File: src/iirp_consts.vh
// Purpose: Constants for the isolated input read port.
// Assumes: 8-bit host I/O bus, ten address lines.
// Notes: Offsets are within the four-address window.
`ifndef IIRP_CONSTS_VH
`define IIRP_CONSTS_VH
`define IIRP_ADDR_W 10
`define IIRP_WIN_SIZE 4
`define IIRP_OFS_LOW 2'h0
`define IIRP_OFS_HIGH 2'h1
`define IIRP_FILL_BYTE 8'hFF
`define IIRP_BASE_DEFAULT 8'hC0
`define IIRP_IRQ_LINES 6
`define IIRP_IRQ_SEL_DEFAULT 3'h0
`define IIRP_OFS_W 2
`define IIRP_LOW_LSB 0
`define IIRP_LOW_MSB 7
`define IIRP_HIGH_LSB 8
`define IIRP_HIGH_MSB 15
`define IIRP_IRQ_CHANNEL 0
`define IIRP_RDATA_RESET 8'h00
`endif

File: src/iirp_sync.v
// Purpose: Two-stage synchroniser for a bundle of levels.
// Assumes: Inputs are asynchronous to clk.
// Notes: First stage feeds only the second stage.
`timescale 1ns/1ps
module iirp_sync #(
  parameter WIDTH = 16
) (
  // Clock and reset
  input wire clk,
  input wire srst,
  // Data
  input wire [WIDTH-1:0] din,
  output reg [WIDTH-1:0] dout
);
  reg [WIDTH-1:0] meta_reg;

  always @(posedge clk) begin
    if (srst) begin
      meta_reg <= {WIDTH{1'b0}};
      dout <= {WIDTH{1'b0}};
    end else begin
      meta_reg <= din;
      dout <= meta_reg;
    end
  end
endmodule

File: src/iirp_top.v
// Purpose: Sixteen-channel isolated input read port on an 8-bit host I/O bus.
// Assumes: Bus strobes are synchronised and one cycle long; strap inputs static.
// Notes: Read data registered one cycle after the read strobe.
`timescale 1ns/1ps
`include "iirp_consts.vh"
module iirp_top #(
  parameter CHANNELS = 16
) (
  // Clock and reset
  input wire clk,
  input wire srst,
  // Isolated inputs, high when energised
  input wire [7:0] input_channels_lower,
  input wire [7:0] input_channels_upper,
  // Static configuration
  input wire [7:0] base_address_switch,
  input wire [2:0] interrupt_line_select,
  // Host I/O bus
  input wire [`IIRP_ADDR_W-1:0] bus_addr,
  input wire bus_rd,
  input wire bus_wr,
  output reg [7:0] bus_rdata,
  output reg bus_rvalid,
  output reg bus_sel,
  // Host interrupt lines 2 to 7
  output reg [`IIRP_IRQ_LINES-1:0] irq_lines
);
  // ----------------------------------------
  // Local sizes
  // ----------------------------------------
  // Offset bits below the base, base bits above
  localparam BYTE_W = 8;
  localparam OFS_W = `IIRP_OFS_W;
  localparam SEL_W = 3;
  localparam BASE_W = `IIRP_ADDR_W - `IIRP_OFS_W;
  localparam LINES = `IIRP_IRQ_LINES;
  localparam CH_IRQ = `IIRP_IRQ_CHANNEL;

  // ----------------------------------------
  // Declarations
  // ----------------------------------------
  // Synchronised channel levels
  wire [CHANNELS-1:0] chan_sync;

  // Strap staging, two flops per strap
  reg [BASE_W-1:0] base_meta_reg;
  reg [BASE_W-1:0] base_reg;
  reg [SEL_W-1:0] irq_sel_meta_reg;
  reg [SEL_W-1:0] irq_sel_reg;

  // Access decode
  reg hit;
  reg rd_take;
  reg wr_take;
  reg [OFS_W-1:0] ofs;
  reg [BYTE_W-1:0] rd_next;

  // Next values of the registered outputs
  reg [BYTE_W-1:0] bus_rdata_next;
  reg bus_rvalid_next;
  reg bus_sel_next;
  reg [LINES-1:0] irq_lines_next;

  // ----------------------------------------
  // Helper functions
  // ----------------------------------------
  // Upper address bits against the staged base
  function win_match;
    input [`IIRP_ADDR_W-1:0] addr;
    input [BASE_W-1:0] base;
    begin
      win_match = (addr[`IIRP_ADDR_W-1:OFS_W] == base);
    end
  endfunction

  // Byte for one window offset; unused offsets read the fill byte
  function [BYTE_W-1:0] byte_pick;
    input [OFS_W-1:0] sel_ofs;
    input [CHANNELS-1:0] chans;
    begin
      if (sel_ofs == `IIRP_OFS_LOW) begin
        byte_pick = chans[`IIRP_LOW_MSB:`IIRP_LOW_LSB];
      end else if (sel_ofs == `IIRP_OFS_HIGH) begin
        byte_pick = chans[`IIRP_HIGH_MSB:`IIRP_HIGH_LSB];
      end else begin
        byte_pick = `IIRP_FILL_BYTE;
      end
    end
  endfunction

  // One-hot routing of a level; codes past the last line drive none
  function [LINES-1:0] line_route;
    input [SEL_W-1:0] code;
    input level;
    integer k;
    begin
      line_route = {LINES{1'h0}};
      for (k = 0; k < LINES; k = k + 1) begin
        if (code == k[SEL_W-1:0]) begin
          line_route[k] = level;
        end
      end
    end
  endfunction

  // ----------------------------------------
  // Input synchroniser
  // ----------------------------------------
  iirp_sync #(
    .WIDTH(CHANNELS)
  ) u_sync (
    .clk(clk),
    .srst(srst),
    .din({input_channels_upper, input_channels_lower}),
    .dout(chan_sync)
  );

  // ----------------------------------------
  // Strap staging
  // ----------------------------------------
  // Straps are pins too, so two flops before decode reads them
  always @(posedge clk) begin
    if (srst) begin
      base_meta_reg <= `IIRP_BASE_DEFAULT;
      irq_sel_meta_reg <= `IIRP_IRQ_SEL_DEFAULT;
    end else begin
      base_meta_reg <= base_address_switch;
      irq_sel_meta_reg <= interrupt_line_select;
    end
  end

  // Only the second stage is read downstream
  always @(posedge clk) begin
    if (srst) begin
      base_reg <= `IIRP_BASE_DEFAULT;
      irq_sel_reg <= `IIRP_IRQ_SEL_DEFAULT;
    end else begin
      base_reg <= base_meta_reg;
      irq_sel_reg <= irq_sel_meta_reg;
    end
  end

  // ----------------------------------------
  // Address decode
  // ----------------------------------------
  always @* begin
    hit = win_match(bus_addr, base_reg);
    ofs = bus_addr[OFS_W-1:0];
    // A read with a write strobe counts as a write
    rd_take = hit && bus_rd && !bus_wr;
    wr_take = hit && bus_wr;
  end

  // ----------------------------------------
  // Read mux
  // ----------------------------------------
  always @* begin
    rd_next = byte_pick(ofs, chan_sync);
  end

  // ----------------------------------------
  // Answer next values
  // ----------------------------------------
  always @* begin
    bus_sel_next = rd_take || wr_take;
    bus_rvalid_next = rd_take;
    // Writes never reach the data register
    if (rd_take) begin
      bus_rdata_next = rd_next;
    end else begin
      bus_rdata_next = bus_rdata;
    end
  end

  // ----------------------------------------
  // Answer registers
  // ----------------------------------------
  // Strobes stand for one cycle
  always @(posedge clk) begin
    if (srst) begin
      bus_rvalid <= 1'h0;
      bus_sel <= 1'h0;
    end else begin
      bus_rvalid <= bus_rvalid_next;
      bus_sel <= bus_sel_next;
    end
  end

  // Read data holds until the next taken read
  always @(posedge clk) begin
    if (srst) begin
      bus_rdata <= `IIRP_RDATA_RESET;
    end else begin
      bus_rdata <= bus_rdata_next;
    end
  end

  // ----------------------------------------
  // Channel 0 interrupt routing
  // ----------------------------------------
  // Only the channel 0 level is ever routed
  always @* begin
    irq_lines_next = line_route(irq_sel_reg, chan_sync[CH_IRQ]);
  end

  // Codes 6 and 7 leave every line low
  always @(posedge clk) begin
    if (srst) begin
      irq_lines <= {LINES{1'h0}};
    end else begin
      irq_lines <= irq_lines_next;
    end
  end
endmodule

File: config.mk
export PLATFORM = sky130hd
export DESIGN_NAME = iirp_top
export DESIGN_NICKNAME = d
export VERILOG_FILES = /design/src/iirp_sync.v /design/src/iirp_top.v
export VERILOG_INCLUDE_DIRS = /design/src /design/src/src
export SDC_FILE = /design/constraint.sdc
export NUM_CORES = 1
export LEC_CHECK = 0
export ABC_CLOCK_PERIOD_IN_PS = 4100
export BUFFER_PORTS_ARGS = -buffer_cell sky130_fd_sc_hd__buf_2
export CORE_MARGIN = 4
export CORE_UTILIZATION = 40
export DETAILED_ROUTE_END_ITERATION = 10
export PLACE_DENSITY = 0.59
export SKIP_LAST_GASP = 1
export SLEW_MARGIN = 10
export SYNTH_ARGS = -nofsm -noshare
export SYNTH_HDL_FRONTEND = slang
export SYNTH_SLANG_ARGS = --single-unit
File: constraint.sdc
create_clock -name clk -period 4.1 [get_ports clk]
set_input_delay 0.205 -clock clk [delete_from_list [all_inputs] [get_ports clk]]
set_output_delay 0.205 -clock clk [all_outputs]
set_load 0.02 [all_outputs]
== After elaboration in Yosys (flattened, before gate mapping) ==
Index checks and enable logic that the tools add are counted.

* Output and inout port bits: 16
* Logic and storage cells: 43
* Flip-flop bits (word level): 70

* Reductions and logical operators: 13
* Bitwise gates (word level): 6
* Equal/unequal tests: 7
* Muxes and demuxes: 2

{| class="wikitable"
|+ Operators with widths
! operator !! number
|-
| 2-to-1 mux 8 bit || 2
|-
| OR reduction 2 bit || 6
|-
| equality test 8 bit || 1
|-
| equality test 3 x 2 -> 1 bit (second input constant) || 2
|-
| equality test 3 bit (second input constant) || 2
|-
| NOT 1 bit || 6
|-
| equality test 3 x 1 -> 1 bit (second input constant) || 1
|-
| logical AND 1 bit || 3
|-
| zero test 3 bit || 1
|-
| equality test 2 x 1 -> 1 bit (second input constant) || 1
|-
| zero test 2 bit || 1
|-
| zero test 1 bit || 1
|-
| logical OR 1 bit || 1
|}

== Logic depth before layout (Yosys ltp) ==
* Word-level depth: 4
* Gate-level depth with buffers: 5

== By module ==
Synthesis repeated with hierarchy kept, for this count alone.

* Cell total of the unflattened synthesis: 186
* Area total of the unflattened synthesis: 2238.4 um^2

{| class="wikitable"
|+ By module, submodules not included
! module !! times used !! sequential area each (um^2) !! area each (um^2) !! cells an instance
|-
| iirp_top || 1 || 760.7 || 1375.1 || 119
|-
| iirp_sync || 1 || 640.6 || 863.3 || 67
|}

== Worst setup path before layout ==
No wires, ideal clock.

* Kind: reg2reg
* Start: register base_reg[7]
* End: register bus_rdata[6]
* Clock period less this slack: 1.323 ns
* Slack: 2.777 ns
* Stages on the path, launching flop included: 6
* Required time: 3.961 ns
* Arrival time: 1.183 ns
* Path through: dfxtp_1 > xor2_1 > nor4_4 > and4b_2 > buf_6 > a221oi_1

* Longest elaborated chain between the ends: 3

{| class="wikitable"
|+ RTL lines
! what !! line !! source
|-
| start: declaration || iirp_top.v:47 || <nowiki>reg [BASE_W-1:0] base_reg;</nowiki>
|-
| start signal: assignment || iirp_top.v:135 || <nowiki>base_reg <= `IIRP_BASE_DEFAULT;</nowiki>
|-
| start signal: assignment || iirp_top.v:138 || <nowiki>base_reg <= base_meta_reg;</nowiki>
|-
| equality test 8 bit || iirp_top.v:72 || <nowiki>win_match = (addr[`IIRP_ADDR_W-1:OFS_W] == base);</nowiki>
|-
| logical AND 1 bit (2 in a row) || iirp_top.v:150 || <nowiki>rd_take = hit && bus_rd && !bus_wr;</nowiki>
|-
| end signal: assignment || iirp_top.v:192 || <nowiki>bus_rdata <= `IIRP_RDATA_RESET;</nowiki>
|-
| end signal: assignment || iirp_top.v:194 || <nowiki>bus_rdata <= bus_rdata_next;</nowiki>
|-
| end: declaration || iirp_top.v:22 || <nowiki>output reg [7:0] bus_rdata,</nowiki>
|}

Every way passes these cells.
A chain may end at the register's enable or synchronous reset.

== Worst setup path in the final report ==
* Start: register base_reg[7]
* End: register bus_rdata[7]

The elaborated chain is that of the path after synthesis.

==> results.sh <==
export IMPL_drc_errors=0
export IMPL_ctsHtreeMaxLevel=3
export IMPL_clock_sinks=70
export IMPL_clock_tree_from_tritoncts="yes"
export IMPL_rrSetupSlack_ns=2.63
export IMPL_setup_repair_after_global_routing_missed_its_margin="no"
export IMPL_yosys_cell_types_count=21
export IMPL_route_vias_total=1340
export IMPL_postLayoutCoreUtil_pct=51.5
export IMPL_antenna_found_initial=0
export IMPL_place_hpwl_um=2360
export IMPL_routedWlPerCell_um=10.8
export IMPL_place_worst_setup_slack_ns=2.63
export IMPL_ys_flop_type="sky130_fd_sc_hd__dfxtp_1"
export IMPL_dieWidth_um=81.9
export IMPL_clock_fmax_ghz=0.680
export IMPL_timing_final_crit_share_pct=35.9
export IMPL_hold_buffers=0
export IMPL_register_share_of_total_power_pct=57.0
export IMPL_cts_root_buf="sky130_fd_sc_hd__clkbuf_8"
export IMPL_initial_core_util_pct=42.0
export IMPL_crit_path_start="base_reg[7]"
export IMPL_power_internal_uw=990
export IMPL_track_usage_pct=11.3
export IMPL_die_height_um=81.9
export IMPL_regArea_um2=1400
export IMPL_synth_edf_count=0
export IMPL_count_of_fill_cells_added_during_filler_insertion=511
export IMPL_leakage_uw=0.00116
export IMPL_synth_largest_type_area_fraction_pct=64.1
export IMPL_finalSetupViolCount=0
export IMPL_globalRoute_totalOverflow=0
export IMPL_post_synth_top_count_cell="sky130_fd_sc_hd__dfxtp_1"
export IMPL_critPathRequiredTime_ns=4.24
export IMPL_clock_skew_after_layout_ns=0.00756
export IMPL_post_drt_via_cell_ratio=4.19
export IMPL_timing_critical_path_fanout_max=8
export IMPL_synth_seq_area_share_pct=64.1
export IMPL_rr_worst_depth=4
export IMPL_netlist_instances=188
export IMPL_place_congestion=0.717
export IMPL_synth_top_cell_by_area="sky130_fd_sc_hd__dfxtp_1"
export IMPL_vias_in_the_first_global_route=1265
export IMPL_clk_transition_reported_paths_ns=0.07
export IMPL_worst_slew_margin_rel_pct=26.1
export IMPL_p_sw_uw=258
export IMPL_syn_num_nets=229
export IMPL_finish_net_count=287
export IMPL_cts_path_max_buffers=2
export IMPL_row_count=26
export IMPL_netlist_top_cells_area="sky130_fd_sc_hd__dfxtp_1, sky130_fd_sc_hd__nor2b_1, sky130_fd_sc_hd__mux2i_1"
export IMPL_worstSetupStartpointType="flop"
export IMPL_p_sw_share_pct=20.7
export IMPL_io_buffers=56
export IMPL_finalWirelength_um=3450
export IMPL_clock_latency_ns=0.33
export IMPL_cp_data_arrival_time_ns=1.62
export IMPL_firstDrtPassIters=4
export IMPL_yosysWarnings=0
export IMPL_post_cts_repair_setup_buffers=0
export IMPL_finalWorstPathRequiredPeriod_ns=1.47
export IMPL_slew_viol_final=0
export IMPL_holdPathEnd="base_meta_reg[6]"
export IMPL_status="complete, no violations"
export IMPL_p_comb_share_pct=5.4
export IMPL_powerDensity_nw_per_um2=466
export IMPL_core_area_um2=5200
export IMPL_fin_setup_tns_ns=0
export IMPL_number_of_nets_with_antenna_violations_after_routing=0
export IMPL_syn_area_per_cell_um2=11.6
export IMPL_area_of_combinational_cells_with_multiple_inputs_um2=712
export IMPL_grt_first_pass_wirelength_um=5500
export IMPL_peakVddDrop_mv=0.236
export IMPL_reg_to_reg_end="bus_rdata[7]"
export IMPL_timing_worst_setup_path_type="reg -> reg"
export IMPL_timing_worst_slew_pin_value_ns=1.11
export IMPL_fraction_of_final_layout_cells_with_drive_strength_greater_than_1_pct=30.8
export IMPL_ios=57
export IMPL_finalHoldViolCount=0
export IMPL_syn_to_final_growth_pct=22.6
export IMPL_startpoint_of_the_worst_slack_reg_to_reg_timing_path="base_reg[7]"
export IMPL_min_path_type="in -> reg"
export IMPL_cts_made_buffers=9
export IMPL_min_delay_start="base_address_switch[6]"
export IMPL_postSynthRegisterBits=70
export IMPL_synth_commonest_cells="sky130_fd_sc_hd__dfxtp_1, sky130_fd_sc_hd__nor2b_1"
export IMPL_max_cap_viol_count=0
export IMPL_grt_max_degree=70
export IMPL_detailedRoute_firstIterationViolations=33
export IMPL_final_setup_worst_slack_ns=2.63
export IMPL_async_flop_share_pct=0
export IMPL_post_cts_resized_instances=0
export IMPL_area_of_the_mapped_netlist_um2=2180
export IMPL_die_area_um2=6710
export IMPL_worstSetupEndpointType="flop"
export IMPL_p_clk_share_pct=37.5
export IMPL_worst_hold_depth=2
export IMPL_insertedDiodeCount=0
## stage by stage
step / instances / hold slack, ns / cell area, µm² / total power (µW)
after global routing: 320 / 0.0475 / 2680 / 1300
final: 320 / 0.0604 / 2680 / 1250
after floorplan: 188 / 0.309 / 2180 / 769
after detailed placement: 305 / 0.391 / 2510 / 796
after CTS: 320 / 0.0408 / 2680 / 1270
after global placement: 305 / 0.389 / 2510 / 796
## layout by cell type, fill, tap and decap left out, types with 2 or more instances in the layout
master / synthesis / layout
sky130_fd_sc_hd__dfxtp_1: 70 / 70
sky130_fd_sc_hd__buf_2: 0 / 56
sky130_fd_sc_hd__nor2b_1: 50 / 50
sky130_fd_sc_hd__clkbuf_8: 0 / 11
sky130_fd_sc_hd__inv_1: 8 / 8
sky130_fd_sc_hd__xor2_1: 8 / 8
sky130_fd_sc_hd__mux2i_1: 8 / 8
sky130_fd_sc_hd__a221oi_1: 8 / 8
sky130_fd_sc_hd__nor2_1: 7 / 7
sky130_fd_sc_hd__or2_2: 5 / 5
sky130_fd_sc_hd__nor4_1: 4 / 4
sky130_fd_sc_hd__clkbuf_1: 6 / 3
sky130_fd_sc_hd__nand2b_1: 2 / 2
sky130_fd_sc_hd__nand2_1: 2 / 2
## critical path, stage by stage (launching register included)
cell and delay (ns):
sky130_fd_sc_hd__dfxtp_1 0.31, sky130_fd_sc_hd__xor2_1 0.19, sky130_fd_sc_hd__nor4_4 0.32, sky130_fd_sc_hd__and4b_2 0.37, sky130_fd_sc_hd__a221oi_1 0.10
## layer usage
layer  global-route usage [%]  vias to the layer above  wire (µm)
met4                     8.97                        0         68
met1                     12.9                      580       1590
met3                     3.62                        5        249
li1                         -                      718          -
met2                     17.3                       37       1540
met5                        0                        -          0
## cells by family (layout without fill, tap and decap cells)
group	Yosys count	count (layout)	synth area share, %
buffers and inverters	17	79	3.26
AND/OR/NAND/NOR	77	77	22.5
AO/OA/AOI/OAI	8	8	3.21
multiplexers	8	8	3.67
flip-flops	70	70	64.1
XOR/XNOR	8	8	3.21
## worst max path at each step
| stage | endpoint |
|---|---|
| after floorplan | bus_rdata[6] |
| after global placement | bus_rdata[2] |
| after detailed placement | bus_rdata[2] |
| after CTS | bus_rdata[6] |
| after global routing | bus_rdata[7] |
| final | bus_rdata[7] |
## area by class of cell
type,count,share of cell area (%)
clock inverters,1,0.187
multi-input cells,101,26.6
flip-flops and latches,70,52.3
inverters,8,1.12
clock buffers,14,6.07
well taps,70,3.27
repair buffers,56,10.5
## power by group through the flow
stage | clock network, µW | logic (µW) | registers (µW)
after global placement | 0 | 69.1 | 727
after global routing | 508 | 77.2 | 714
after floorplan | 0 | 43.1 | 726
after detailed placement | 0 | 69.2 | 727
after CTS | 490 | 69.5 | 712
final | 469 | 67.9 | 712
Note: power is estimated with default switching activity, not from simulation.
